$ cat src/design/adc_port_defines.vh
// How it works
// (RULE1) Each result appears on the data outputs 9.5 sample clocks after sampling.
// (RULE2) Data bus is driven only while output enable is low, else released.
// (RULE3) During a read the register select chooses which value is driven.
// (RULE4) Register select zero returns the latest conversion result.
// (RULE5) Control, gain and offset registers can be read back over the bus.
// (RULE6) Bus accesses are honoured only while chip select is low.
// (RULE7) Writes are signalled by a low pulse of the write strobe.
// (RULE8) Select decode: 00 result, 01 gain, 10 offset, 11 control.
// (RULE9) Clip flag follows the data with the same pipeline delay.
// (RULE10) Format bit 0 gives straight binary, 1 gives two's complement.
// (RULE11) Rising write strobe under chip select stores data; result address ignores writes.
`ifndef ADC_PORT_DEFINES_VH
`define ADC_PORT_DEFINES_VH
`define DATA_W        14
`define SEL_RESULT    2'h0
`define SEL_GAIN      2'h1
`define SEL_OFFSET    2'h2
`define SEL_CTRL      2'h3
`define GAIN_W        3
`define OFFSET_W      8
`define CTRL_LSB      6
`define CTRL_W        8
`define CTRL_FMT_BIT  5
`define CTRL_OFF_BIT  1
`define CTRL_PWD_BIT  7
`define CTRL_REF_BIT  6
`define CTRL_TM_MSB   4
`define CTRL_TM_LSB   2
`define SYNC_HIGH     3'h7
`define PIPE_FULL     9
`define CODE_MSB_FLIP 14'h2000
`define CODE_MAX      14'h3fff
`define CODE_MIN      14'h0000
`define RESET_14      14'h0000
`define RESET_8       8'h00
`define RESET_3       3'h0
`endif

$ cat src/design/sample_delay_line.v
`timescale 1ns/1ns
`include "adc_port_defines.vh"
// Delays sample code and clip flag by a fixed number of sample clocks
module sample_delay_line
#(
	parameter DEPTH = `PIPE_FULL
)
(
	// Clock and reset
	input  wire                 i_ref_clk,
	input  wire                 i_rst_b,
	// Stream in
	input  wire                 i_adv,
	input  wire [`DATA_W-1:0]   i_code,
	input  wire                 i_clip,
	// Stream out
	output wire [`DATA_W-1:0]   o_code,
	output wire                 o_clip
);
	reg [`DATA_W:0] stage_reg [0:DEPTH-1];
	genvar g;
	// Shift chain, one stage per sample clock
	generate
		for (g = 0; g < DEPTH; g = g + 1)
		begin : stg
			always @(posedge i_ref_clk or negedge i_rst_b)
			begin
				if (!i_rst_b)
					stage_reg[g] <= {1'b0, `RESET_14};
				else if (i_adv)
					stage_reg[g] <= (g == 0) ? {i_clip, i_code} : stage_reg[(g == 0) ? 0 : g - 1];
			end
		end
	endgenerate
	assign o_code = stage_reg[DEPTH-1][`DATA_W-1:0];
	assign o_clip = stage_reg[DEPTH-1][`DATA_W];
endmodule

$ cat src/design/adc_parallel_bus_port.v
`timescale 1ns/1ns
`include "adc_port_defines.vh"
// Parallel host port: sample pipeline, configuration registers, three-state bus
module adc_parallel_bus_port
(
	// Clock and reset
	input  wire                 i_ref_clk,
	input  wire                 i_rst_b,
	// Sample clock pin and converter core
	input  wire                 i_sample_clk,
	input  wire [`DATA_W-1:0]   i_raw_code,
	input  wire                 i_over_range,
	// Host bus pins
	input  wire                 i_cs_b,
	input  wire                 i_oe_b,
	input  wire                 i_wr_b,
	input  wire [1:0]           i_reg_sel,
	input  wire [`DATA_W-1:0]   i_data,
	output reg  [`DATA_W-1:0]   o_data,
	output wire                 o_data_oe_b,
	// Status and configuration outputs
	output reg                  o_clip_flag,
	output wire [`GAIN_W-1:0]   o_gain,
	output wire                 o_power_down,
	output wire                 o_ext_ref,
	output wire [2:0]           o_test_mode
);
	// Three-flop synchronisers for pins
	reg [2:0]          clk_sync_reg;
	reg [2:0]          cs_sync_reg;
	reg [2:0]          oe_sync_reg;
	reg [2:0]          wr_sync_reg;
	reg                clk_lvl_reg;
	reg                cs_lvl_reg;
	reg                oe_lvl_reg;
	reg                wr_lvl_reg;
	reg [1:0]          sel_s0_reg;
	reg [1:0]          sel_s1_reg;
	reg [1:0]          sel_s2_reg;
	reg [1:0]          sel_lvl_reg;
	reg [`DATA_W-1:0]  din_s0_reg;
	reg [`DATA_W-1:0]  din_s1_reg;
	reg [`DATA_W-1:0]  din_s2_reg;
	reg [`DATA_W-1:0]  din_lvl_reg;
	reg [`DATA_W-1:0]  held_code_reg;
	reg                held_clip_reg;
	reg [`DATA_W-1:0]  wdata_reg;
	reg [1:0]          wsel_reg;
	reg [`GAIN_W-1:0]  gain_reg;
	reg [`OFFSET_W-1:0] offset_reg;
	reg [`CTRL_W-1:0]  ctrl_reg;
	reg [`DATA_W-1:0]  result_reg;
	reg [`DATA_W-1:0]  rd_next;
	reg [`DATA_W-1:0]  fmt_code;
	wire               rise_clk;
	wire               fall_clk;
	wire               wr_rise;
	wire [`DATA_W-1:0] piped_code;
	wire               piped_clip;
	wire [`DATA_W+1:0] sum_wide;
	wire [`DATA_W-1:0] corr_code;

	// Pin synchronisers; a level changes when second and third flops agree
	always @(posedge i_ref_clk or negedge i_rst_b)
	begin
		if (!i_rst_b)
		begin
			clk_sync_reg <= `RESET_3;
			cs_sync_reg  <= `SYNC_HIGH;
			oe_sync_reg  <= `SYNC_HIGH;
			wr_sync_reg  <= `SYNC_HIGH;
			clk_lvl_reg  <= 1'b0;
			cs_lvl_reg   <= 1'b1;
			oe_lvl_reg   <= 1'b1;
			wr_lvl_reg   <= 1'b1;
		end
		else
		begin
			clk_sync_reg <= {clk_sync_reg[1:0], i_sample_clk};
			cs_sync_reg  <= {cs_sync_reg[1:0], i_cs_b};
			oe_sync_reg  <= {oe_sync_reg[1:0], i_oe_b};
			wr_sync_reg  <= {wr_sync_reg[1:0], i_wr_b};
			if (clk_sync_reg[1] == clk_sync_reg[2])
				clk_lvl_reg <= clk_sync_reg[2];
			if (cs_sync_reg[1] == cs_sync_reg[2])
				cs_lvl_reg <= cs_sync_reg[2];
			if (oe_sync_reg[1] == oe_sync_reg[2])
				oe_lvl_reg <= oe_sync_reg[2];
			if (wr_sync_reg[1] == wr_sync_reg[2])
				wr_lvl_reg <= wr_sync_reg[2];
		end
	end

	// Edge strobes of the filtered levels
	assign rise_clk = (clk_sync_reg[1] == clk_sync_reg[2]) && clk_sync_reg[2] && !clk_lvl_reg;
	assign fall_clk = (clk_sync_reg[1] == clk_sync_reg[2]) && !clk_sync_reg[2] && clk_lvl_reg;
	assign wr_rise  = (wr_sync_reg[1] == wr_sync_reg[2]) && wr_sync_reg[2] && !wr_lvl_reg;

	// Select and data pins: three flops, a word counts once second and third agree
	// Same lag as the strobe filters, so select and data line up with the strobes
	always @(posedge i_ref_clk or negedge i_rst_b)
	begin
		if (!i_rst_b)
		begin
			sel_s0_reg  <= `SEL_RESULT;
			sel_s1_reg  <= `SEL_RESULT;
			sel_s2_reg  <= `SEL_RESULT;
			sel_lvl_reg <= `SEL_RESULT;
			din_s0_reg  <= `RESET_14;
			din_s1_reg  <= `RESET_14;
			din_s2_reg  <= `RESET_14;
			din_lvl_reg <= `RESET_14;
		end
		else
		begin
			sel_s0_reg <= i_reg_sel;
			sel_s1_reg <= sel_s0_reg;
			sel_s2_reg <= sel_s1_reg;
			din_s0_reg <= i_data;
			din_s1_reg <= din_s0_reg;
			din_s2_reg <= din_s1_reg;
			if (sel_s1_reg == sel_s2_reg)
				sel_lvl_reg <= sel_s2_reg;
			if (din_s1_reg == din_s2_reg)
				din_lvl_reg <= din_s2_reg;
		end
	end

	// Write data and select follow the pins while strobe is low and chip selected, held after
	always @(posedge i_ref_clk or negedge i_rst_b)
	begin
		if (!i_rst_b)
		begin
			wdata_reg <= `RESET_14;
			wsel_reg  <= `SEL_RESULT;
		end
		else if (!wr_lvl_reg && !cs_lvl_reg) // RULE7
		begin
			wdata_reg <= din_lvl_reg;
			wsel_reg  <= sel_lvl_reg;
		end
	end

	// Register update on rising write strobe
	always @(posedge i_ref_clk or negedge i_rst_b)
	begin
		if (!i_rst_b)
		begin
			gain_reg   <= `RESET_3;
			offset_reg <= `RESET_8;
			ctrl_reg   <= `RESET_8;
		end
		else if (wr_rise && !cs_lvl_reg) // RULE11 RULE6
		begin
			case (wsel_reg) // RULE8
				`SEL_GAIN:   gain_reg   <= wdata_reg[`GAIN_W-1:0];
				`SEL_OFFSET: offset_reg <= wdata_reg[`OFFSET_W-1:0];
				`SEL_CTRL:   ctrl_reg   <= wdata_reg[`DATA_W-1:`CTRL_LSB];
				default:     gain_reg   <= gain_reg; // RULE11
			endcase
		end
	end

	// Sample-and-hold at the filtered rising sample clock
	// The chain below then adds nine whole clocks before the final half
	always @(posedge i_ref_clk or negedge i_rst_b)
	begin
		if (!i_rst_b)
		begin
			held_code_reg <= `RESET_14;
			held_clip_reg <= 1'b0;
		end
		else if (rise_clk) // RULE1
		begin
			held_code_reg <= i_raw_code;
			held_clip_reg <= i_over_range; // RULE9
		end
	end

	// Nine whole sample clocks of core delay
	sample_delay_line #(.DEPTH(`PIPE_FULL)) u_delay
	(
		.i_ref_clk (i_ref_clk),
		.i_rst_b   (i_rst_b),
		.i_adv     (rise_clk),
		.i_code    (held_code_reg),
		.i_clip    (held_clip_reg),
		.o_code    (piped_code),
		.o_clip    (piped_clip)
	);

	// Offset correction, saturating, unless disabled
	assign sum_wide  = {2'b00, piped_code} + {{(`DATA_W+2-`OFFSET_W){offset_reg[`OFFSET_W-1]}}, offset_reg};
	assign corr_code = ctrl_reg[`CTRL_OFF_BIT] ? piped_code :
		(sum_wide[`DATA_W+1] ? `CODE_MIN : (sum_wide[`DATA_W] ? `CODE_MAX : sum_wide[`DATA_W-1:0]));

	// Output format selection
	always @*
	begin
		if (ctrl_reg[`CTRL_FMT_BIT]) // RULE10
			fmt_code = corr_code ^ `CODE_MSB_FLIP;
		else
			fmt_code = corr_code;
	end

	// Final half cycle: result and clip update on falling sample clock
	always @(posedge i_ref_clk or negedge i_rst_b)
	begin
		if (!i_rst_b)
		begin
			result_reg   <= `RESET_14;
			o_clip_flag  <= 1'b0;
		end
		else if (fall_clk) // RULE1
		begin
			result_reg   <= fmt_code;
			o_clip_flag  <= piped_clip; // RULE9
		end
	end

	// Read mux
	always @*
	begin
		case (sel_lvl_reg) // RULE3 RULE8
			`SEL_RESULT: rd_next = result_reg; // RULE4
			`SEL_GAIN:   rd_next = {{(`DATA_W-`GAIN_W){1'b0}}, gain_reg}; // RULE5
			`SEL_OFFSET: rd_next = {{(`DATA_W-`OFFSET_W){1'b0}}, offset_reg};
			`SEL_CTRL:   rd_next = {ctrl_reg, {`CTRL_LSB{1'b0}}};
			default:     rd_next = `RESET_14;
		endcase
	end

	// Read data register
	always @(posedge i_ref_clk or negedge i_rst_b)
	begin
		if (!i_rst_b)
			o_data <= `RESET_14;
		else
			o_data <= rd_next;
	end

	// Bus enable, low means driving
	assign o_data_oe_b = oe_lvl_reg | cs_lvl_reg; // RULE2 RULE6

	// Configuration outputs
	assign o_gain       = gain_reg;
	assign o_power_down = ctrl_reg[`CTRL_PWD_BIT];
	assign o_ext_ref    = ctrl_reg[`CTRL_REF_BIT];
	assign o_test_mode  = ctrl_reg[`CTRL_TM_MSB:`CTRL_TM_LSB];
endmodule

$ cat config.mk
export PLATFORM = sky130hd
export DESIGN_NAME = adc_parallel_bus_port
export DESIGN_NICKNAME = d
export VERILOG_FILES = /design/src/design/sample_delay_line.v /design/src/design/adc_parallel_bus_port.v
export VERILOG_INCLUDE_DIRS = /design/src /design/src/design
export SDC_FILE = /design/constraint.sdc
export NUM_CORES = 1
export LEC_CHECK = 0
export BUFFER_PORTS_ARGS = -buffer_cell sky130_fd_sc_hd__buf_2
export CAP_MARGIN = 20
export CELL_PAD_IN_SITES_DETAIL_PLACEMENT = 0
export CELL_PAD_IN_SITES_GLOBAL_PLACEMENT = 1
export CORE_ASPECT_RATIO = 1.25
export CORE_MARGIN = 3
export CORE_UTILIZATION = 46
export CTS_BUF_LIST = sky130_fd_sc_hd__clkbuf_16
export CTS_CLUSTER_SIZE = 30
export DETAILED_ROUTE_END_ITERATION = 8
export GPL_ROUTABILITY_DRIVEN = 0
export PLACE_DENSITY = 0.76
export SKIP_CTS_REPAIR_TIMING = 1
export SLEW_MARGIN = 20
export SYNTH_ARGS = -nofsm -noshare
export SYNTH_HDL_FRONTEND = slang
export SYNTH_SLANG_ARGS = --single-unit
$ cat constraint.sdc
create_clock -name i_ref_clk -period 2.53 [get_ports i_ref_clk]
set_input_delay 0.253 -clock i_ref_clk [delete_from_list [all_inputs] [get_ports i_ref_clk]]
set_output_delay 0.253 -clock i_ref_clk [all_outputs]
set_load 0.02 [all_outputs]
* Yosys cells after proc, flatten, opt, wreduce, memory -nomap -nowiden
Cells that the tools add are included.
** Word-level totals
- Register bits after elaboration :: 294
- Bits of input ports :: 37
- Output and inout port bits :: 24
- Word-level logic and storage cells :: 71
** Cells by class
- Add/subtract/negate cells :: 1
- Eq/ne operators :: 12
- Muxes and demuxes :: 5
- Bitwise gates (word level) :: 2
- Reduce and logical (&&, ||, !) cells :: 16
** Operators with widths (count)
- 14-bit two-way mux :: 4
- 14-bit case mux with 4 select lines :: 1
- 15-bit by 8-bit adder with 16-bit output :: 1
- 14-bit == test :: 1
- 2-bit == test (second input constant) :: 4
- 1-bit logical AND :: 8
- 2-bit AND reduction :: 3
- 1-bit == test :: 4
- 2-bit by 1-bit == test with 1-bit output (second input constant) :: 2
- 1-bit zero test :: 4
- 2-bit == test :: 1
- 2-bit zero test :: 1
- 1-bit inverter :: 1
- 1-bit OR :: 1

* Longest topological paths before layout
Gate-level depths: netlist of the first run.
- Depth after elaboration :: 6
- Mapped depth :: 10
- Depth with buffers taken out :: 9

* Modules after synthesis
A second synthesis of the first run with hierarchy kept.
** Second synthesis, totals
- Cell total of the unflattened synthesis :: 782
- Area total of the unflattened synthesis :: 11735.0 µm²
** By module, submodules not included
- adc_parallel_bus_port :: instances 1, cells each 483, area an instance 6424.9 µm², seq. area each 3993.8 µm²
- sample_delay_line :: instances 1, cells each 299, area an instance 5310.1 µm², seq. area each 3378.2 µm²

* Worst setup path after synthesis of the first run
No wires, ideal clock.
- Path kind :: register to register
- Start point :: reg offset_reg[0]
- End point :: reg result_reg[12]
- Library setup time :: 0.136 ns
- Arrival time :: 2.454 ns
- Required time :: 2.394 ns
- Path slack :: -0.061 ns
- Stages on the path, launching flop included :: 10
- Buffers on the path :: 0
- Period minus slack after synthesis :: 2.591 ns
- Cell sequence :: dfrtp_1 -> ha_1 -> fa_1 -> a211oi_1 -> o211ai_1 -> a31oi_2 -> o41ai_4 -> xor2_2 -> a2111oi_0 -> o21ai_0
** Between the ends
- Cells in the longest elaborated chain, start to end :: 5
** Ends and longest elaborated chain
- from (decl) :: RTL line adc_parallel_bus_port.v:50 : reg [`OFFSET_W-1:0] offset_reg;
- from (signal assigned) :: RTL line adc_parallel_bus_port.v:150 : offset_reg <= `RESET_8;
- from (signal assigned) :: RTL line adc_parallel_bus_port.v:157 : `SEL_OFFSET: offset_reg <= wdata_reg[`OFFSET_W-1:0];
- 15-bit by 8-bit adder with 16-bit output * :: RTL line adc_parallel_bus_port.v:193 : assign sum_wide = {2'b00, piped_code} + {{(`DATA_W+2-`OFFSET_W){offset_reg[`OFFSET_W-1]}}, offset_reg};
- 14-bit two-way mux :: RTL line adc_parallel_bus_port.v:195 : (sum_wide[`DATA_W+1] ? `CODE_MIN : (sum_wide[`DATA_W] ? `CODE_MAX : sum_wide[`DATA_W-1:0]));
- 14-bit two-way mux * :: RTL line adc_parallel_bus_port.v:195
- 14-bit two-way mux * :: RTL line adc_parallel_bus_port.v:194 : assign corr_code = ctrl_reg[`CTRL_OFF_BIT] ? piped_code :
- 14-bit two-way mux * :: RTL line adc_parallel_bus_port.v:200 : if (ctrl_reg[`CTRL_FMT_BIT])
- to (signal assigned) :: RTL line adc_parallel_bus_port.v:211 : result_reg <= `RESET_14;
- to (signal assigned) :: RTL line adc_parallel_bus_port.v:216 : result_reg <= fmt_code;
- to (decl) :: RTL line adc_parallel_bus_port.v:52 : reg [`DATA_W-1:0] result_reg;
Mark *: on every way between the ends. The rest lies on a longest branch, timed or not.
A chain may end at the register's enable or synchronous reset.

* Worst setup path after layout of the first run
- Start point :: reg offset_reg[0]
- End point :: reg result_reg[9]
Same word-level chain as after synthesis.

==> results of run 1 <==
[logic make-up after synthesis]
kind of cell / count (synthesis) / synth area share, %
AND/OR/NAND/NOR: 77 / 3.068
buffers and inverters: 43 / 1.665
AO/OA/AOI/OAI: 108 / 6.625
adder cells (fa/ha/maj): 21 / 2.306
multiplexers: 208 / 20.27
XOR/XNOR: 25 / 1.969
flip-flops: 294 / 64.10
[stage by stage]
stage / setup TNS, ps / hold WS [ps] / util [%]
floorplan: 0 / -42.59 / -
CTS: -914.4 / -290.8 / 54.30
detailed placement: -604.1 / 309.5 / 50.92
global route: -1336 / 312.6 / 55.92
global placement: -418.9 / 311.3 / 50.92
finish: 0 / 292.7 / 55.92
[final cells by class]
cell class / count / area [µm²] / share of cell area, %
clock buffer: 28 / 700.7 / 5.113
tap: 330 / 412.9 / 3.013
sequential: 294 / 7372 / 53.80
timing repair buffer: 138 / 1077 / 7.862
multi-input combinational: 439 / 3976 / 29.02
inverter: 10 / 37.54 / 0.2739
clock inverter: 22 / 126.4 / 0.9222
[layout by cell type (no fill, tap or decap), types with 5 or more instances in the layout]
cell type	instances
ha_1	17
a21oi_2	10
dlygate4sd3_1	36
clkinv_1	6
dfstp_2	12
inv_1	18
a21oi_1	32
clkbuf_16	28
a22o_1	6
nor3_1	5
dfrtp_1	282
buf_12	7
buf_2	59
nand2_1	19
xnor2_1	12
nor2_1	30
mux2_2	199
buf_4	34
mux2i_1	9
o21ai_0	16
o21ai_2	9
xor2_1	12
[worst max path at each step]
stage / from / to / slack, ps / cells past startpoint
floorplan: offset_reg[0]$_DFFE_PN0P_ / result_reg[12]$_DFFE_PN0P_ / 30 / 9
global placement: offset_reg[0]$_DFFE_PN0P_ / result_reg[12]$_DFFE_PN0P_ / -60 / 9
detailed placement: offset_reg[0]$_DFFE_PN0P_ / result_reg[12]$_DFFE_PN0P_ / -80 / 9
CTS: offset_reg[0]$_DFFE_PN0P_ / result_reg[12]$_DFFE_PN0P_ / -110 / 9
global route: offset_reg[0]$_DFFE_PN0P_ / result_reg[7]$_DFFE_PN0P_ / -140 / 10
finish: offset_reg[0]$_DFFE_PN0P_ / result_reg[9]$_DFFE_PN0P_ / 20 / 10
[power groups by stage]
stage / registers [mW] / clock network (mW) / logic, mW
after global placement: 6.71 / 0 / 2.18
after global routing: 6.85 / 4.04 / 2.54
after CTS: 6.68 / 3.85 / 2.25
final: 6.67 / 3.71 / 2.28
after detailed placement: 6.77 / 0 / 2.24
after floorplan: 6.55 / 0 / 1.67
[layer usage]
layer / track usage (%) / part of all wire, % / vias to the layer above
met5: 0 / 0 / -
li1: - / - / 3028
met4: 4.066 / 2.1 / 0
met2: 24.56 / 50 / 82
met3: 2.175 / 3.4 / 34
met1: 19.97 / 45 / 3174
==> summary.txt, run 1 <==
Power
  – Combinational fraction of design power: ~18%
  – Net Sw Power: 3.313 mW
  – Tot Pwr: 12.66 mW
  – Share of power burned in registers: 52.7%
  – Pint: 9.343 mW
  – Pwr Density: 923.6 nW/µm²
  – Lkg Pwr: about 6.4 nW
  – Switch share: a little over a quarter
  – VDD IR-drop max: 0.8399 mV
  – Clock power frac: approximately 29%

Status
  – Status: completed

Final layout
  – Fillers: 2063
  – Cell Count, Final, Fillers Out: 1261
  – Final nets: 967
  – Fin area: 13700 µm²
  – # diodes: 0
  – Share of cells above drive strength 1: 41.14%
  – Synth-to-Final Area Change: 19.15%
  – Largest register FFs: 120

Synthesis
  – Area leader, netlist: dfrtp_1
  – Syn_nets: 832
  – YS warnings: 0
  – Number of synthesized register bits: 294
  – Synth area leaders: dfrtp_1 (61%), mux2_2 (19%), dfstp_2 (2.7%)
  – Synth Instances: 776
  – Seq/Total Area, Yosys: between 60 and 70%
  – Top cells by count, synth: dfrtp_1 (282), mux2_2 (199), a21oi_1 (32)
  – Yosys top cell area share: a little over 60%
  – Cell Area, Synth: 11500 µm²
  – Post-synth EDFFs: 0
  – Asr flop ratio synth: 100.0%
  – Mapped Avg Cell Area: roughly 15 µm²
  – Most frequent cell after synthesis: dfrtp_1
  – Ys flop type: dfrtp_1
  – Unique masters post-synth: 53

Critical path
  – Crit path capture type: register
  – Largest stage delay on the critical path: 380 ps
  – Crit-path cells: ha_2, fa_2, a211oi_2, o211ai_1, a31oi_2, o41ai_4, xor2_2, buf_4, o21ai_2, a21oi_2
  – Crit-path leading delay family: compound AO/OA/AOI/OAI gates
  – Max stage delay cell, worst path: dfrtp_1
  – Reg2reg path depth: 10
  – CP Buf/Inv Count: 1
  – R2r endpoint: result_reg[9]$_DFFE_PN0P_
  – RR Startpoint: offset_reg[0]$_DFFE_PN0P_
  – CP Launch Type: register
  – Worst Path Required: 3010 ps
  – Worst-path fanout max: 7
  – Reg-to-reg slack, setup: 20 ps
  – Crit Path Class: reg -> reg
  – Arr. time, crit path: 2990 ps

Placed design
  – Post-place setup slack: -76.48 ps
  – I/O Buffers: 60
  – Cell Area, Placed: about 12000 µm²
  – Post-placement cell count: approximately 1200
  – Dpl hpwl: 13140 µm

Timing
  – Crit path time final: roughly 2500 ps
  – Period utilization: 99.26%
  – Clock skew: 23.56 ps
  – Worst relative slew slack: a little under three fifths
  – Least-Margin Pin Slew: about 650 ps
  – Final hold vios: 0
  – Final Max Tran Viols: 0
  – Max Fclk: 0.3982 GHz
  – RSZ-0062 raised after global routing: yes
  – Final setup viols: 0
  – Final worst setup slack: 18.81 ps

Floorplan
  – Initial Util: 46.94%
  – Full die area: 26950 µm²
  – Core region area: 24500 µm²
  – Row count: 64
  – I/O pin count: between 60 and 70
  – Die height: 182.8 µm
  – Die Width: approximately 150 µm

Global route
  – Overflow after GRT: 0
  – Global-route wire length before repair: approximately 32000 µm
  – Largest net degree at the start of global routing: between 80 and 90
  – Total Routing Usage GR: around 15%
  – Number of global-route vias before repair: 6256
  – Number of antenna violations at the first check in global routing: 0

Clock tree
  – Clock transition at path regs: 60 ps
  – CTS Sinks: 294
  – H-tree depth: 1
  – Worst-Skew Late Latency: ~550 ps
  – CTS Buf Count: 28
  – CTS Root Cell: clkbuf_16
  – Clock buffer depth: 3
  – CTS tree: yes

Route
  – Initial DRT Pass Iterations: 4
  – DR vias/cell: 5.010
  – Routed length per instance: 15.44 µm
  – Post-route DRC: 0
  – DRT antenna net count: 0
  – First DRT Iteration DRCs: 242
  – WL final: 19470 µm
  – Via Count: 6318

Hold path
  – Hold Crit Class: in -> async

Job
  – MaxCap Viol Count: 0
Note: power is estimated with default switching activity, not from simulation.
==> inputs of run 2 (changes only) <==
- CORE_MARGIN: 3 -> not set
- MAX_ROUTING_LAYER: not set -> met4
==> run 2 against run 1 <==
The flow now finishes with violations (negative setup slack). Routed wire length increased by 2.3%. Via count increased by 1.9%. Power increased by 4.9%. Fmax down 2.7%. Critical endpoint unchanged. Largest cell class unchanged.
==> summary.txt, run 2 (synthesis gave the netlist of run 1 again) <==
Timing
  – Least-Margin Pin Slew: 694.4 ps (+42.62 ps)
  – Final worst setup slack: -50.96 ps (-69.77 ps)
  – Setup TNS: -365.7 ps (-365.7 ps)
  – Period utilization: 102.0% (+2.8 points)
  – Max Fclk: 0.3875 GHz (-2.7%)
  – Worst relative slew slack: 53.61% (-2.9 points)
  – RSZ-0062 raised after global routing: yes
  – Crit path time final: 2581 ps (+69.77 ps)
  – Hold WS: 307.1 ps (+14.42 ps)
  – Final setup viols: 11 (+11)
  – Final hold vios: 0 (unchanged)
  – Clock skew: 18.66 ps (-4.902 ps)
  – Final Max Tran Viols: 0 (unchanged)

Critical path
  – Worst-path fanout max: 6 (-1)
  – CP Launch Type: register
  – Crit path capture type: register
  – Crit path from: offset_reg[2]$_DFFE_PN0P_
  – RR Startpoint: offset_reg[2]$_DFFE_PN0P_
  – Crit Path Class: reg -> reg
  – Arr. time, crit path: 3050 ps (+60 ps)
  – Worst Path Required: 2990 ps (-20 ps)

Global route
  – Largest net degree at the start of global routing: 83 (-5.7%)
  – Number of antenna violations at the first check in global routing: 0 (unchanged)
  – Number of global-route vias before repair: 6209 (-0.75%)
  – Global-route wire length before repair: 32310 µm (-0.15%)
  – Total Routing Usage GR: 16.42% (+1.8 points)
  – Overflow after GRT: 0 (unchanged)

Final layout
  – Util after Layout: 56.99% (+1.1 points)
  – # diodes: 0 (unchanged)
  – Share of cells above drive strength 1: 42.48% (+1.3 points)
  – Final nets: 978 (+1.1%)
  – Most common cell after layout, fill and taps aside: dfrtp_1
  – Synth-to-Final Area Change: 21.41%
  – Commonest non-fill, non-tap cells in the layout: dfrtp_1 (281), mux2_2 (199), buf_2 (59)
  – Largest register FFs: 120 (unchanged)

Floorplan
  – Full die area: 25640 µm² (-4.8%)
  – Initial Util: 46.94% (unchanged)
  – I/O pin count: 61 (unchanged)
  – Core region area: 24500 µm² (unchanged)
  – Row count: 64 (unchanged)
  – Die height: 178.8 µm (-2.2%)
  – Die Width: 143.4 µm (-2.7%)

Placed design
  – I/O Buffers: 60 (unchanged)
  – Dpl hpwl: 13170 µm (+0.21%)
  – Post-place setup slack: -133.0 ps (-56.52 ps)

Power
  – Pint: 9.942 mW (+6.4%)
  – Switch share: 25.13% (-1.0 points)
  – Pwr Density: 950.9 nW/µm² (+3.0%)
  – Clock power frac: 32.3% (+3.0 points)
  – VDD IR-drop max: 0.6133 mV (-27%)
  – Share of power burned in registers: 50.3% (-2.4 points)
  – Net Sw Power: 3.336 mW (+0.72%)
  – Lkg Pwr: 6.505 nW (+1.5%)
  – Combinational fraction of design power: 17.4% (-0.6 points)

Route
  – Post-route DRC: 0 (unchanged)
  – Via Count: 6440 (+1.9%)
  – Routed length per instance: 15.63 µm (+1.2%)
  – DRT antenna net count: 0 (unchanged)
  – Initial DRT Pass Iterations: 4 (unchanged)
  – WL final: 19910 µm (+2.3%)
  – First DRT Iteration DRCs: 186 (-23%)
  – DR vias/cell: 5.055 (+0.89%)

Status
  – Status: complete, but fails checks
  – Failing checks: negative setup slack

Clock tree
  – CTS Root Cell: clkbuf_16
  – CTS Sinks: 294 (unchanged)
  – Worst-Skew Late Latency: 550 ps (about the same)
  – Clock buffer depth: 3 (unchanged)
  – H-tree depth: 1 (unchanged)
  – Clock transition at path regs: 60 ps (about the same)
  – CTS tree: yes
  – CTS Buf Count: 29 (+3.6%)

Job
  – MaxCap Viol Count: 0 (unchanged)

Hold path
  – Hold Crit Class: in -> async
## run 2: stage by stage
stage	std cells	power, mW	instance area, µm²
floorplan	776	8.226	11510
global placement	1180	8.876	12540
detailed placement	1180	8.998	12540
CTS	1233	13.35	13500
global route	1274	14.02	13960
finish	1274	13.28	13960
## run 2: path summary, 6_finish.rpt
path	end	slack, ps	cells past startpoint
max	result_reg[9]$_DFFE_PN0P_	-50	10
min	clk_sync_reg[1]$_DFF_PN0_	310	2
max reg2reg	result_reg[9]$_DFFE_PN0P_	-50	10
min reg2reg	din_s1_reg[3]$_DFF_PN0_	350	0
max in group asynchronous	din_s0_reg[7]$_DFF_PN0_	1410	3
min in group i_ref_clk	din_s1_reg[3]$_DFF_PN0_	350	0
## run 2: final cells by class
cell class	count	area [µm²]
fillers	2031	10540
flip-flops and latches	294	7373
multi-input cells	439	4006
repair buffers	148	1172
clock buffers	29	725.7
well taps	330	412.9
clock inverters	24	235.2
inverters	10	37.54
## run 2: metal layers
layer / global-route usage, % / part of all wire, % / up-vias
li1: - / - / 3044
met1: 21.67 / 45 / 3259
met2: 26.36 / 50 / 108
met3: 2.591 / 3.8 / 29
met4: 4.566 / 1.8 / 0
met5: - / 0 / -
## run 2: power groups by stage
stage / clock (mW) / sequential, mW / combinational, mW
floorplan: 0 / 6.55 / 1.67
CTS: 4.42 / 6.69 / 2.24
global route: 4.62 / 6.85 / 2.54
detailed placement: 0 / 6.77 / 2.23
finish: 4.29 / 6.68 / 2.31
global placement: 0 / 6.71 / 2.17
## run 2: critical path, stage by stage, from the launching register on
cell and delay, ps:
dfrtp_1 410, ha_2 380, a211oi_2 90, o211ai_1 200
a31oi_2 130, buf_4 160, o41ai_4 350, xor2_2 400
buf_6 200, o21ai_2 70, a21oi_2 110
==> inputs of run 3 (changes only) <==
- GPL_TIMING_DRIVEN: not set -> 0
==> run 3 against run 2 <==
The flow still finishes with violations (negative setup slack). Highest routed layer unchanged. Via count is 0.47% lower. Clock skew is 1.8 ps higher. Critical endpoint is now result_reg[8]$_DFFE_PN0P_. Sequential share of layout area is 0.73 points higher. Sequential cell count stayed put.
==> summary.txt, run 3 (synthesis gave the netlist of run 1 again) <==
Timing
  – RSZ-0062 raised after global routing: yes
  – Final Max Tran Viols: 0 (unchanged)
  – Crit path time final: 2662 ps (+80.68 ps)
  – Hold WS: 234.9 ps (-72.18 ps)
  – Period utilization: 105.2% (+3.2 points)
  – Final setup viols: 13 (+2)
  – Max Fclk: 0.3757 GHz (-3.0%)
  – Least-Margin Pin Slew: 725.5 ps (+31.11 ps)
  – Final hold vios: 0 (unchanged)
  – Clock skew: 20.50 ps (+1.839 ps)
  – Final worst setup slack: -131.6 ps (-80.68 ps)
  – Worst relative slew slack: 51.46% (-2.2 points)

Job
  – MaxCap Viol Count: 0 (unchanged)

Placed design
  – Cell Area, Placed: 12310 µm² (-1.8%)
  – I/O Buffers: 60 (unchanged)
  – Post-placement cell count: 1169 (-0.93%)
  – Dpl hpwl: 13860 µm (+5.2%)

Final layout
  – Synth-to-Final Area Change: 19.80%
  – Most common cell after layout, fill and taps aside: dfrtp_1
  – Fillers: 2080 (+2.4%)
  – # diodes: 0 (unchanged)
  – Cell Count, Final, Fillers Out: 1267 (-0.55%)
  – Share of cells above drive strength 1: 40.23% (-2.2 points)
  – Commonest non-fill, non-tap cells in the layout: dfrtp_1 (279), mux2_2 (199), buf_2 (59)
  – Largest register FFs: 120 (unchanged)
  – Util after Layout: 56.23% (-0.76 points)
  – Final nets: 970 (-0.82%)
  – Fin area: 13780 µm² (-1.3%)

Critical path
  – Crit path capture type: register
  – Crit Path Class: reg -> reg
  – Worst-path fanout max: 6 (unchanged)
  – Reg-to-reg slack, setup: -130 ps (-80 ps)
  – Arr. time, crit path: 3130 ps (+80 ps)
  – Crit path from: u_delay.o_code[0]$_DFFE_PN0P_
  – CP Launch Type: register
  – RR Startpoint: u_delay.o_code[0]$_DFFE_PN0P_
  – Worst Path Required: 3000 ps (about the same)

Global route
  – Overflow after GRT: 0 (unchanged)
  – Number of antenna violations at the first check in global routing: 0 (unchanged)
  – Total Routing Usage GR: 17.12% (+0.70 points)
  – Number of global-route vias before repair: 6384 (+2.8%)
  – Largest net degree at the start of global routing: 91 (+9.6%)
  – Global-route wire length before repair: 33410 µm (+3.4%)

Clock tree
  – CTS Buf Count: 29 (unchanged)
  – Clock buffer depth: 3 (unchanged)
  – CTS Sinks: 294 (unchanged)
  – Worst-Skew Late Latency: 550 ps (about the same)
  – H-tree depth: 1 (unchanged)
  – CTS tree: yes
  – CTS Root Cell: clkbuf_16
  – Clock transition at path regs: 60 ps (about the same)

Power
  – Lkg Pwr: 6.398 nW (-1.7%)
  – VDD IR-drop max: 0.6746 mV (+10%)
  – Pwr Density: 956.3 nW/µm² (+0.57%)

Floorplan
  – Row count: 64 (unchanged)
  – Initial Util: 46.94% (unchanged)
  – I/O pin count: 61 (unchanged)
  – Core region area: 24500 µm² (unchanged)
  – Die height: 178.8 µm (unchanged)
  – Die Width: 143.4 µm (unchanged)
  – Full die area: 25640 µm² (unchanged)

Status
  – Status: complete, but fails checks
  – Failing checks: negative setup slack

Route
  – DR vias/cell: 5.059 (about the same)
  – Via Count: 6410 (-0.47%)
  – Metal1 wirelength: 9012 µm (+0.99%)
  – Initial DRT Pass Iterations: 4 (unchanged)
  – Post-route DRC: 0 (unchanged)
  – First DRT Iteration DRCs: 256 (+38%)
  – DRT antenna net count: 0 (unchanged)
  – Max Used Layer: met4
  – Routed length per instance: 16.19 µm (+3.6%)
  – Met2 WL: 10540 µm (+6.9%)
  – WL final: 20510 µm (+3.0%)
  – Met3 wire length: 563 µm (-26%)

Hold path
  – Hold Crit Class: in -> async
==> run 3: changes by cell type in the layout (fill, tap and decap cells not counted), sizes merged <==
cell and change:
bufinv -1, buf -32, inv +4, clkbuf +24, clkinv -2
==> run 3: power by group <==
group	internal [mW]	switching, mW
logic	1.34	0.948
clock network	2.49	1.74
registers	5.98	0.690
==> run 3: worst max-delay path: stages, from the launching register on <==
cell and delay [ps]:
dfrtp_2 450, ha_4 190, fa_2 420, a211oi_2 240, o211ai_1 170, a31oi_4 230, o41ai_4 100, xor2_2 400
buf_6 200, o21ai_2 70, a21oi_2 110
==> run 3: path summary, 6_finish.rpt <==
kind | endpoint | depth (start not counted)
worst max-delay path | result_reg[8]$_DFFE_PN0P_ | 10
worst min-delay path | clk_sync_reg[1]$_DFF_PN0_ | 2
worst max register to register | result_reg[8]$_DFFE_PN0P_ | 10
worst min register to register | clk_sync_reg[1]$_DFF_PN0_ | 0
max in group asynchronous | din_s2_reg[0]$_DFF_PN0_ | 4
min in group i_ref_clk | din_s0_reg[6]$_DFF_PN0_ | 2
==> run 3: layer usage <==
metal / GRT usage, % / vias up
met4: 4.743 / 0
met5: - / -
met3: 2.484 / 36
li1: - / 3043
met2: 28.82 / 86
met1: 21.58 / 3245
==> run 3: stage by stage <==
step                worst slack (ps)  TNS (ps)  power, mW
floorplan                      30.98         0      8.226
global placement               -4162  -1199520      8.789
detailed placement            -332.8     -4527      8.938
CTS                           -356.2     -4833      13.22
global route                  -229.7     -2616      13.91
finish                        -131.6     -1428      13.18
==> run 3: area by class of cell <==
type	count	area, µm²	share of cell area [%]
Sequential cell	294	7376	53.53
Multi-Input combinational cell	439	4024	29.20
Timing Repair Buffer	107	817.0	5.930
Clock buffer	29	725.7	5.267
Tap cell	330	412.9	2.997
Clock inverter	25	220.2	1.598
Buffer	33	165.2	1.199
Inverter	10	37.54	0.2724
